===== config.mk =====
export PLATFORM = sky130hd
export DESIGN_NAME = cssrc_top
export DESIGN_NICKNAME = d
export VERILOG_FILES = /design/src/inc/cssrc_pkg.sv /design/src/cssrc_top.sv /design/src/cssrc_rate_gen.sv /design/src/cssrc_rst_qual.sv
export SDC_FILE = /design/constraint.sdc
export NUM_CORES = 1
export LEC_CHECK = 0
export ABC_AREA = 0
export BUFFER_PORTS_ARGS = -buffer_cell sky130_fd_sc_hd__buf_2
export CAP_MARGIN = 10
export CORE_ASPECT_RATIO = 0.75
export CORE_MARGIN = 5
export CORE_UTILIZATION = 25
export DETAILED_ROUTE_END_ITERATION = 12
export MAX_ROUTING_LAYER = met4
export PLACE_DENSITY = 0.49
export SLEW_MARGIN = 20
export SYNTH_ARGS = -nofsm -noshare
export SYNTH_HDL_FRONTEND = slang
export SYNTH_SLANG_ARGS = --single-unit

===== constraint.sdc =====
create_clock -name clk_sys_in -period 3.6 [get_ports clk_sys_in]
set_input_delay 0.72 -clock clk_sys_in [delete_from_list [all_inputs] [get_ports clk_sys_in]]
set_output_delay 0.72 -clock clk_sys_in [all_outputs]
set_load 0.01 [all_outputs]

===== src/inc/cssrc_pkg.sv =====
// Constants and types shared by the clock speed and reset control block
`default_nettype none
package cssrc_pkg;
  // ************************************************************
  // Register map
  // ************************************************************
  localparam int CSSRC_ADDR_W = 12;
  localparam logic [7:0] CSSRC_CKSEL_IDX = 8'h8f;
  localparam logic [7:0] CSSRC_STATUS_IDX = 8'h90;
  localparam logic [CSSRC_ADDR_W-1:0] CSSRC_CKSEL_ADDR = {2'h0, CSSRC_CKSEL_IDX, 2'h0};
  localparam logic [CSSRC_ADDR_W-1:0] CSSRC_STATUS_ADDR = {2'h0, CSSRC_STATUS_IDX, 2'h0};
  localparam logic [7:0] CSSRC_CKSEL_RST = 8'h00;
  localparam logic [3:0] CSSRC_CAUSE_RST = 4'h0;
  // ************************************************************
  // Field positions of clock_speed_select
  // ************************************************************
  localparam int CSSRC_CPU_DOUBLE_SPEED_BIT = 0;
  localparam int CSSRC_TIMER0_SPEED_SEL_BIT = 1;
  localparam int CSSRC_TIMER1_SPEED_SEL_BIT = 2;
  localparam int CSSRC_TIMER2_SPEED_SEL_BIT = 3;
  localparam int CSSRC_SERIAL_SPEED_SEL_BIT = 4;
  localparam int CSSRC_COUNTER_ARRAY_SPEED_SEL_BIT = 5;
  localparam int CSSRC_WATCHDOG_SPEED_SEL_BIT = 6;
  localparam int CSSRC_CAN_SPEED_SEL_BIT = 7;
  localparam int CSSRC_NUM_PERIPH = 7;
  // ************************************************************
  // Status fields
  // ************************************************************
  localparam int CSSRC_CAUSE_PIN_BIT = 0;
  localparam int CSSRC_CAUSE_WDT_BIT = 1;
  localparam int CSSRC_CAUSE_CNTARR_BIT = 2;
  localparam int CSSRC_CAUSE_TMR_BIT = 3;
  // ************************************************************
  // Timing, in oscillator periods and in clock cycles
  // ************************************************************
  localparam int CSSRC_OSC_PERIOD_NS = 40;
  localparam int CSSRC_CLK_PERIOD_NS = 40;
  localparam int CSSRC_OSC_PER_STD = 12;
  localparam int CSSRC_OSC_PER_DBL = 6;
  localparam int CSSRC_RST_MIN_OSC = 24;
  localparam int CSSRC_WDT_PULSE_OSC = 96;
  localparam int CSSRC_RST_MIN_CYC =
    (CSSRC_RST_MIN_OSC * CSSRC_OSC_PERIOD_NS + CSSRC_CLK_PERIOD_NS - 1) / CSSRC_CLK_PERIOD_NS;
  localparam int CSSRC_WDT_PULSE_CYC =
    (CSSRC_WDT_PULSE_OSC * CSSRC_OSC_PERIOD_NS) / CSSRC_CLK_PERIOD_NS;
  localparam logic [3:0] CSSRC_STD_LAST = 4'(CSSRC_OSC_PER_STD - 1);
  localparam logic [3:0] CSSRC_DBL_LAST = 4'(CSSRC_OSC_PER_DBL - 1);
  localparam logic [4:0] CSSRC_RST_MIN_CNT = 5'(CSSRC_RST_MIN_CYC);
  localparam logic [6:0] CSSRC_WDT_PULSE_CNT = 7'(CSSRC_WDT_PULSE_CYC);
  // ************************************************************
  // Modes
  // ************************************************************
  typedef enum logic
  {
    CSSRC_STANDARD_SPEED_MODE = 1'b0,
    CSSRC_DOUBLE_SPEED_MODE = 1'b1
  } cssrc_mode_t;
endpackage : cssrc_pkg
`default_nettype wire


===== src/cssrc_top.sv =====
// Clock speed selection and reset control with an APB register slave
// Operation
// - Setting the CPU double-speed bit gives 6 oscillator periods per machine cycle, else 12.
// - A clear peripheral speed bit gives that peripheral 6 periods per cycle, a set one 12.
// - While the CPU double-speed bit is low all peripherals run at 12 periods per cycle.
// - Speed bits sit at 7 CAN, 6 watchdog, 5 counter array, 4 serial, 3..1 timers 2..0.
// - Any reset loads the clock speed register with zeros, so standard speed is used.
// - In double speed a fast peripheral sees its time reference halved.
// - A pin reset is accepted only after the pin is held for 24 oscillator periods.
// - The hold qualification counts raw oscillator periods whatever the speed mode.
// - A watchdog expiry drives a 96 period reset pulse onto the reset pin.
// - A warm reset comes from the pin or from the watchdog, counter array or timers.
// - Both modes share one oscillator counter whose low bit forms the halved clock.
// - A new CPU speed bit takes effect only at a falling edge of the halved clock.
`timescale 1ns/1ps
`default_nettype none
module cssrc_top
(
  input wire logic clk_sys_in,
  input wire logic sys_rst_in,
  input wire logic apb_psel_in,
  input wire logic apb_penable_in,
  input wire logic apb_pwrite_in,
  input wire logic [cssrc_pkg::CSSRC_ADDR_W-1:0] apb_paddr_in,
  input wire logic [31:0] apb_pwdata_in,
  output logic [31:0] apb_prdata_out,
  output logic apb_pready_out,
  output logic apb_pslverr_out,
  input wire logic rst_pin_in,
  output logic rst_pin_out,
  output logic rst_pin_oe_out,
  input wire logic wdt_expire_in,
  input wire logic cntarr_rst_in,
  input wire logic timer_rst_in,
  output logic warm_rst_out,
  output logic cpu_cycle_en_out,
  output logic [cssrc_pkg::CSSRC_NUM_PERIPH-1:0] periph_tick_out,
  output logic double_speed_out
);
  import cssrc_pkg::*;
  // ************************************************************
  // Declarations
  // ************************************************************
  logic [7:0] ckctl_q;
  logic [7:0] ckctl_d;
  cssrc_mode_t mode_q;
  cssrc_mode_t mode_d;
  logic [3:0] cause_q;
  logic [3:0] cause_d;
  logic warm_rst_q;
  logic pready_q;
  logic pslverr_q;
  logic [31:0] prdata_q;
  logic cpu_en_q;
  logic [CSSRC_NUM_PERIPH-1:0] periph_q;
  logic pin_oe_q;
  logic pin_drv_q;
  logic [CSSRC_NUM_PERIPH-1:0] periph_d;
  wire logic tick_std;
  wire logic tick_dbl;
  wire logic half_edge;
  wire logic pin_held;
  wire logic wdt_drive;
  wire logic double_w;
  wire logic cpu_en_d;
  wire logic access_w;
  wire logic done_w;
  wire logic hit_ckctl;
  wire logic hit_status;
  wire logic mapped_w;
  wire logic wr_ckctl;
  wire logic wr_status;
  wire logic warm_src;
  wire logic [3:0] cause_set;
  wire logic [3:0] cause_clr;
  wire logic [31:0] rd_mux;
  // ************************************************************
  // Rate counter and reset qualifier
  // ************************************************************
  cssrc_rate_gen u_rate
  (
    .clk_sys_in(clk_sys_in),
    .sys_rst_in(sys_rst_in),
    .tick_std_out(tick_std),
    .tick_dbl_out(tick_dbl),
    .half_edge_out(half_edge)
  );
  cssrc_rst_qual u_rstq
  (
    .clk_sys_in(clk_sys_in),
    .sys_rst_in(sys_rst_in),
    .rst_pin_in(rst_pin_in),
    .wdt_expire_in(wdt_expire_in),
    .pin_held_out(pin_held),
    .wdt_drive_out(wdt_drive)
  );
  // ************************************************************
  // APB decode
  // ************************************************************
  assign access_w = apb_psel_in & apb_penable_in;
  assign done_w = access_w & pready_q;
  assign hit_ckctl = (apb_paddr_in == CSSRC_CKSEL_ADDR);
  assign hit_status = (apb_paddr_in == CSSRC_STATUS_ADDR);
  assign mapped_w = hit_ckctl | hit_status;
  assign wr_ckctl = done_w & apb_pwrite_in & hit_ckctl;
  assign wr_status = done_w & apb_pwrite_in & hit_status;
  assign rd_mux = hit_ckctl ? {24'h000000, ckctl_q} :
                  hit_status ? {27'h0000000, cause_q, double_w} : 32'h00000000;
  always_ff @(posedge clk_sys_in or posedge sys_rst_in)
  begin
    if (sys_rst_in)
    begin
      pready_q <= 1'b0;
      pslverr_q <= 1'b0;
      prdata_q <= 32'h00000000;
    end
    else
    begin
      pready_q <= access_w & ~pready_q;
      pslverr_q <= access_w & ~pready_q & ~mapped_w;
      prdata_q <= (access_w & ~pready_q & ~apb_pwrite_in) ? rd_mux : 32'h00000000;
    end
  end
  // ************************************************************
  // Clock speed register and effective mode
  // ************************************************************
  assign ckctl_d = warm_rst_q ? CSSRC_CKSEL_RST :
                   wr_ckctl ? apb_pwdata_in[7:0] : ckctl_q;
  assign mode_d = warm_rst_q ? CSSRC_STANDARD_SPEED_MODE :
                  half_edge ? cssrc_mode_t'(ckctl_q[CSSRC_CPU_DOUBLE_SPEED_BIT]) : mode_q;
  assign double_w = (mode_q == CSSRC_DOUBLE_SPEED_MODE);
  always_ff @(posedge clk_sys_in or posedge sys_rst_in)
  begin
    if (sys_rst_in)
    begin
      ckctl_q <= CSSRC_CKSEL_RST;
      mode_q <= CSSRC_STANDARD_SPEED_MODE;
    end
    else
    begin
      ckctl_q <= ckctl_d;
      mode_q <= mode_d;
    end
  end
  // ************************************************************
  // Machine cycle and peripheral time bases
  // ************************************************************
  assign cpu_en_d = double_w ? tick_dbl : tick_std;
  generate
    for (genvar i = 0; i < CSSRC_NUM_PERIPH; i++)
    begin : g_periph
      assign periph_d[i] = (double_w & ~ckctl_q[i+1]) ? tick_dbl : tick_std;
    end
  endgenerate
  always_ff @(posedge clk_sys_in or posedge sys_rst_in)
  begin
    if (sys_rst_in)
    begin
      cpu_en_q <= 1'b0;
      periph_q <= '0;
    end
    else
    begin
      cpu_en_q <= cpu_en_d;
      periph_q <= periph_d;
    end
  end
  // ************************************************************
  // Warm reset, reset cause and pin drive
  // ************************************************************
  assign warm_src = pin_held | wdt_expire_in | cntarr_rst_in | timer_rst_in;
  assign cause_set = {timer_rst_in, cntarr_rst_in, wdt_expire_in, pin_held};
  assign cause_clr = wr_status ? apb_pwdata_in[4:1] : 4'h0;
  assign cause_d = (cause_q & ~cause_clr) | cause_set;
  always_ff @(posedge clk_sys_in or posedge sys_rst_in)
  begin
    if (sys_rst_in)
    begin
      warm_rst_q <= 1'b0;
      cause_q <= CSSRC_CAUSE_RST;
      pin_oe_q <= 1'b0;
      pin_drv_q <= 1'b0;
    end
    else
    begin
      warm_rst_q <= warm_src;
      cause_q <= cause_d;
      pin_oe_q <= wdt_drive;
      pin_drv_q <= wdt_drive;
    end
  end
  // ************************************************************
  // Outputs
  // ************************************************************
  assign apb_prdata_out = prdata_q;
  assign apb_pready_out = pready_q;
  assign apb_pslverr_out = pslverr_q;
  assign rst_pin_out = pin_drv_q;
  assign rst_pin_oe_out = pin_oe_q;
  assign warm_rst_out = warm_rst_q;
  assign cpu_cycle_en_out = cpu_en_q;
  assign periph_tick_out = periph_q;
  assign double_speed_out = double_w;
  // ************************************************************
  // Check helpers
  // ************************************************************
  logic [4:0] cfg_age_q;
  logic [7:0] oe_len_q;
  logic [7:0] ckctl_prev_q;
  logic mode_prev_q;
  logic [3:0] cpu_gap_q;
  wire logic cfg_settled;
  assign cfg_settled = (cfg_age_q >= 5'd16);
  always_ff @(posedge clk_sys_in or posedge sys_rst_in)
  begin
    if (sys_rst_in)
    begin
      cfg_age_q <= 5'h00;
      oe_len_q <= 8'h00;
      ckctl_prev_q <= 8'h00;
      mode_prev_q <= 1'b0;
      cpu_gap_q <= 4'h0;
    end
    else
    begin
      ckctl_prev_q <= ckctl_q;
      mode_prev_q <= double_w;
      if (ckctl_prev_q != ckctl_q || mode_prev_q != double_w)
        cfg_age_q <= 5'h00;
      else if (cfg_age_q != 5'h1f)
        cfg_age_q <= cfg_age_q + 5'h01;
      oe_len_q <= rst_pin_oe_out ? oe_len_q + 8'h01 : 8'h00;
      if (cpu_cycle_en_out)
        cpu_gap_q <= 4'h0;
      else if (cpu_gap_q != 4'hf)
        cpu_gap_q <= cpu_gap_q + 4'h1;
    end
  end
endmodule : cssrc_top
`default_nettype wire


===== src/cssrc_rate_gen.sv =====
// Common oscillator counter giving 6 and 12 period tick pulses
`timescale 1ns/1ps
`default_nettype none
module cssrc_rate_gen
(
  input wire logic clk_sys_in,
  input wire logic sys_rst_in,
  output logic tick_std_out,
  output logic tick_dbl_out,
  output logic half_edge_out
);
  import cssrc_pkg::*;
  logic [3:0] cnt_q;
  logic [3:0] cnt_d;
  wire logic at_std_last;
  wire logic at_dbl_last;
  // ************************************************************
  // Counter over one standard machine cycle
  // ************************************************************
  assign at_std_last = (cnt_q == CSSRC_STD_LAST);
  assign at_dbl_last = (cnt_q == CSSRC_DBL_LAST);
  assign cnt_d = at_std_last ? 4'h0 : cnt_q + 4'h1;
  always_ff @(posedge clk_sys_in or posedge sys_rst_in)
  begin
    if (sys_rst_in)
      cnt_q <= 4'h0;
    else
      cnt_q <= cnt_d;
  end
  // ************************************************************
  // Tick pulses and divided clock edge
  // ************************************************************
  assign tick_std_out = at_std_last;
  assign tick_dbl_out = at_std_last | at_dbl_last;
  assign half_edge_out = cnt_q[0];
endmodule : cssrc_rate_gen
`default_nettype wire


===== src/cssrc_rst_qual.sv =====
// Reset pin qualification and watchdog reset pulse generation
`timescale 1ns/1ps
`default_nettype none
module cssrc_rst_qual
(
  input wire logic clk_sys_in,
  input wire logic sys_rst_in,
  input wire logic rst_pin_in,
  input wire logic wdt_expire_in,
  output logic pin_held_out,
  output logic wdt_drive_out
);
  import cssrc_pkg::*;
  logic pin_s1_q;
  logic pin_s2_q;
  logic [4:0] hold_q;
  logic [6:0] drive_q;
  wire logic hold_full;
  // ************************************************************
  // Pin synchroniser and hold counter
  // ************************************************************
  assign hold_full = (hold_q == CSSRC_RST_MIN_CNT);
  always_ff @(posedge clk_sys_in or posedge sys_rst_in)
  begin
    if (sys_rst_in)
    begin
      pin_s1_q <= 1'b0;
      pin_s2_q <= 1'b0;
      hold_q <= 5'h00;
    end
    else
    begin
      pin_s1_q <= rst_pin_in;
      pin_s2_q <= pin_s1_q;
      if (!pin_s2_q)
        hold_q <= 5'h00;
      else if (!hold_full)
        hold_q <= hold_q + 5'h01;
    end
  end
  assign pin_held_out = hold_full;
  // ************************************************************
  // Watchdog pulse onto the pin
  // ************************************************************
  always_ff @(posedge clk_sys_in or posedge sys_rst_in)
  begin
    if (sys_rst_in)
      drive_q <= 7'h00;
    else if (wdt_expire_in && drive_q == 7'h00)
      drive_q <= CSSRC_WDT_PULSE_CNT;
    else if (drive_q != 7'h00)
      drive_q <= drive_q - 7'h01;
  end
  assign wdt_drive_out = (drive_q != 7'h00);
endmodule : cssrc_rst_qual
`default_nettype wire


==> impl_results.md <==
- Clock root buffer master: clkbuf_16
- Startpoint Class: primary input
- Routability congestion estimate: 0.691
- Placed Cells incl. Taps: 382
- DR iter-0 viols: 89
- Final Cycle Share: 57.3%
- Syn Area/Cell: 11.4 sq um
- Cts repair resizes: 0
- Placed inst area: 2670 sq um
- Setup_tns: 0 ns
- Avg Vias per Cell: 3.96
- Switch share: 21.8%
- Initial antenna violation count: 0
- Slew @ Worst Pin: 0.599 ns
- IO Pins: 99
- DRC: 0
- Clock Pin Slew Worst Setup and Hold Paths: 0.07 ns
- Cell area after layout: 2840 sq um
- P&R area growth vs syn: 20.7%
- GRT Total Usage: 9.29%
- Crit Path Max Fanout: 5
- Synth warn: 0
- HPWL Detailed: 3.74 mm
- Maxcap violations: 0
- Postcts setup bufs: 0
- Final #Nets: 319
- Worst Path Required: 3.82 ns
- Worst min path class: flop to flop
- Cell variety after synth: 38
- PortBufs: 50
- Comb pwr share: 5.2%
- CP Class: primary input to flop
- Clk buf depth: 2
- Initial core utilization: 25.8%
- Vias in the first global route: 1540
- Core area: 9120 sq um
- Cells after Synth: 206
- Multi-input logic area: 928 sq um
- Final setup fails: 0
- Worst r2r path cells: 7
- Worst ir drop on vdd: 0.228 mV
- Outcome: complete, no violations
- Register Area: 1280 sq um
- RSZ-0062 raised after global routing: false
- Final Util: 31.2%
- Hold Crit Depth: 0
- Global route overflow: 0
- Sequential area share after synthesis: 54.2%
- Largest net degree at the start of global routing: 28
- TritonRoute pass-1 iters: 4
- Slew Limit Fails: 0
- # hold bufs at CTS: 0
- Die Span X: 122 um
- Rel. slew slack: 59.7%
- Clock power frac: 45.7%
- Via Count: 1546
- DIE HEIGHT: 94.1 um
- Hold WS: 0.349 ns
- Critical Path Sink Type: flop
- Share of cells above drive strength 1: 26.7%
- Clock sinks: 51
- Pleak: 1.38 nW
- Seq cells post-synth: 51
- # diodes: 0
- Routed WL: 4.89 mm
- Fill count: 962
- PD cells: 418 nW/um^2
- Global-route wire length before repair: 7.95 mm
- Data arrival, critical path: 2.28 ns
- Fin cells: 390
- Clk Latency, worst-skew pair: 0.29 ns
- H-tree level count: 2
- CTS tree: yes
- Routed Antenna Nets: 0
- Internal: 0.000930 W
- Min Tclk post-route: 2.06 ns
- CTS Buf Count: 5
- FP Rows: 30
- Total die area: 11500 sq um
- Sw power: 0.000259 W
- Max Clk Rate: 0.485 GHz
- Synthesized cell area: 2360 sq um
- Fin Clk Skew: 0.00792 ns
- Final hold viol count: 0
- WL/cell: 12.5 um
- Sequential share of power: 49.1%
==> cell type report <==
type	count	share of cell area, %
Clock buffer	5	4.40
Tap cell	128	5.63
Inverter	11	1.45
Clock inverter	3	1.63
Timing Repair Buffer	52	9.33
Sequential cell	51	44.9
Multi-Input combinational cell	140	32.7
==> critical path, stage by stage <==
cell	delay, ns
buf_2	0.09
nor4b_1	0.43
nand2_1	0.21
nor4_2	0.60
a22o_1	0.23
==> routing by layer <==
metal | GRT usage [%] | routed length, um | vias up | part of all wire, %
met4 | 3.08 | 61 | 0 | 1.2
met1 | 13.2 | 2470 | 732 | 51
met3 | 2.29 | 377 | 5 | 7.7
li1 | - | - | 754 | -
met5 | - | 0 | - | 0
met2 | 12.8 | 1980 | 55 | 40
==> Yosys cell counts (all sizes together) <==
library cell	n	share of area, %
o31ai	1	0.32
xnor2	4	1.5
nand4	1	0.27
nand3b	2	0.64
mux2	2	0.96
a21oi	2	0.42
conb	1	0.16
nor4	5	2.9
or3	2	0.53
ha	5	2.7
or3b	1	0.48
and3	3	0.80
nand2	6	0.96
and2	9	2.4
xor2	2	0.74
nand3	6	1.3
a22o	5	1.9
inv	11	1.8
and4	1	0.37
clkbuf	1	0.16
nand2b	18	4.8
nor4b	1	0.37
nand4b	2	0.74
a211o	1	0.37
o21ai	11	2.3
buf	26	8.2
nor2	5	0.80
dfrtp	51	54
a21o	3	0.96
nor2b	3	0.80
mux2i	10	4.2
or2	1	0.27
nor3	4	0.85
==> worst paths after layout <==
check / to / slack [ns] / from
max reg2reg: u_rstq.drive_q[0] / 1.58 / u_rstq.drive_q[0]
min in group asynchronous: periph_tick_out[4] / 0.47 / sys_rst_in
max in group asynchronous: ckctl_q[4] / 2.38 / sys_rst_in
max: apb_prdata_out[3] / 1.54 / apb_paddr_in[8]
min reg2reg: u_rstq.pin_s2_q / 0.35 / u_rstq.pin_s1_q
min: u_rstq.pin_s2_q / 0.35 / u_rstq.pin_s1_q
==> metrics by stage <==
stage / setup WS [ns] / power [W]
6_report: 1.54 / 0.00119
5_1_grt: 1.40 / 0.00124
4_1_cts: 1.48 / 0.00121
3_5_place_dp: 1.15 / 0.000658
3_3_place_gp: 1.17 / 0.000657
2_1_floorplan: 1.65 / 0.000647
==> state kept, by name, indices dropped and copies added, names as in the netlist <==
register and count:
u_rstq.pin_s2_q 1, cpu_cycle_en_out 1, cause_q 4, apb_prdata_out 8, u_rate.cnt_q 4, warm_rst_out 1, periph_tick_out 7, apb_pready_out 1
double_speed_out 1, u_rstq.drive_q 7, apb_pslverr_out 1, u_rstq.pin_s1_q 1, u_rstq.hold_q 5, ckctl_q 8, rst_pin_oe_out 1
==> placed cells by master, fill, tap and decap left out, drive strengths merged, types with 5 or more instances in the layout <==
cell     n
conb    24
nand2b  18
mux2i   10
nand2    6
nor2     5
nor4     5
and2     9
ha       5
a22o     5
buf     52
inv     12
dfrtp   51
nand3    6
clkbuf   5
o21ai   11
==> power by group through the flow <==
stage               sequential [W]  combinational, W  clock [W]
global route              0.000584         0.0000723   0.000587
floorplan                 0.000593         0.0000537          0
detailed placement        0.000595         0.0000628          0
finish                    0.000584         0.0000621   0.000543
global placement          0.000595         0.0000620          0
CTS                       0.000584         0.0000630   0.000559
==> kinds of logic (layout without fill, tap and decap cells) <==
logic type | Yosys count | in the layout | synth area share (%)
xor+xnor | 6 | 6 | 2.23
compound gates | 23 | 23 | 6.27
flops | 51 | 51 | 54.2
buf+inv | 38 | 71 | 10.1
other cells | 1 | 24 | 0.159
simple gates | 70 | 70 | 19.2
mux | 12 | 12 | 5.20
fa+ha+maj | 5 | 5 | 2.66
(Power assumes the default switching activity.)
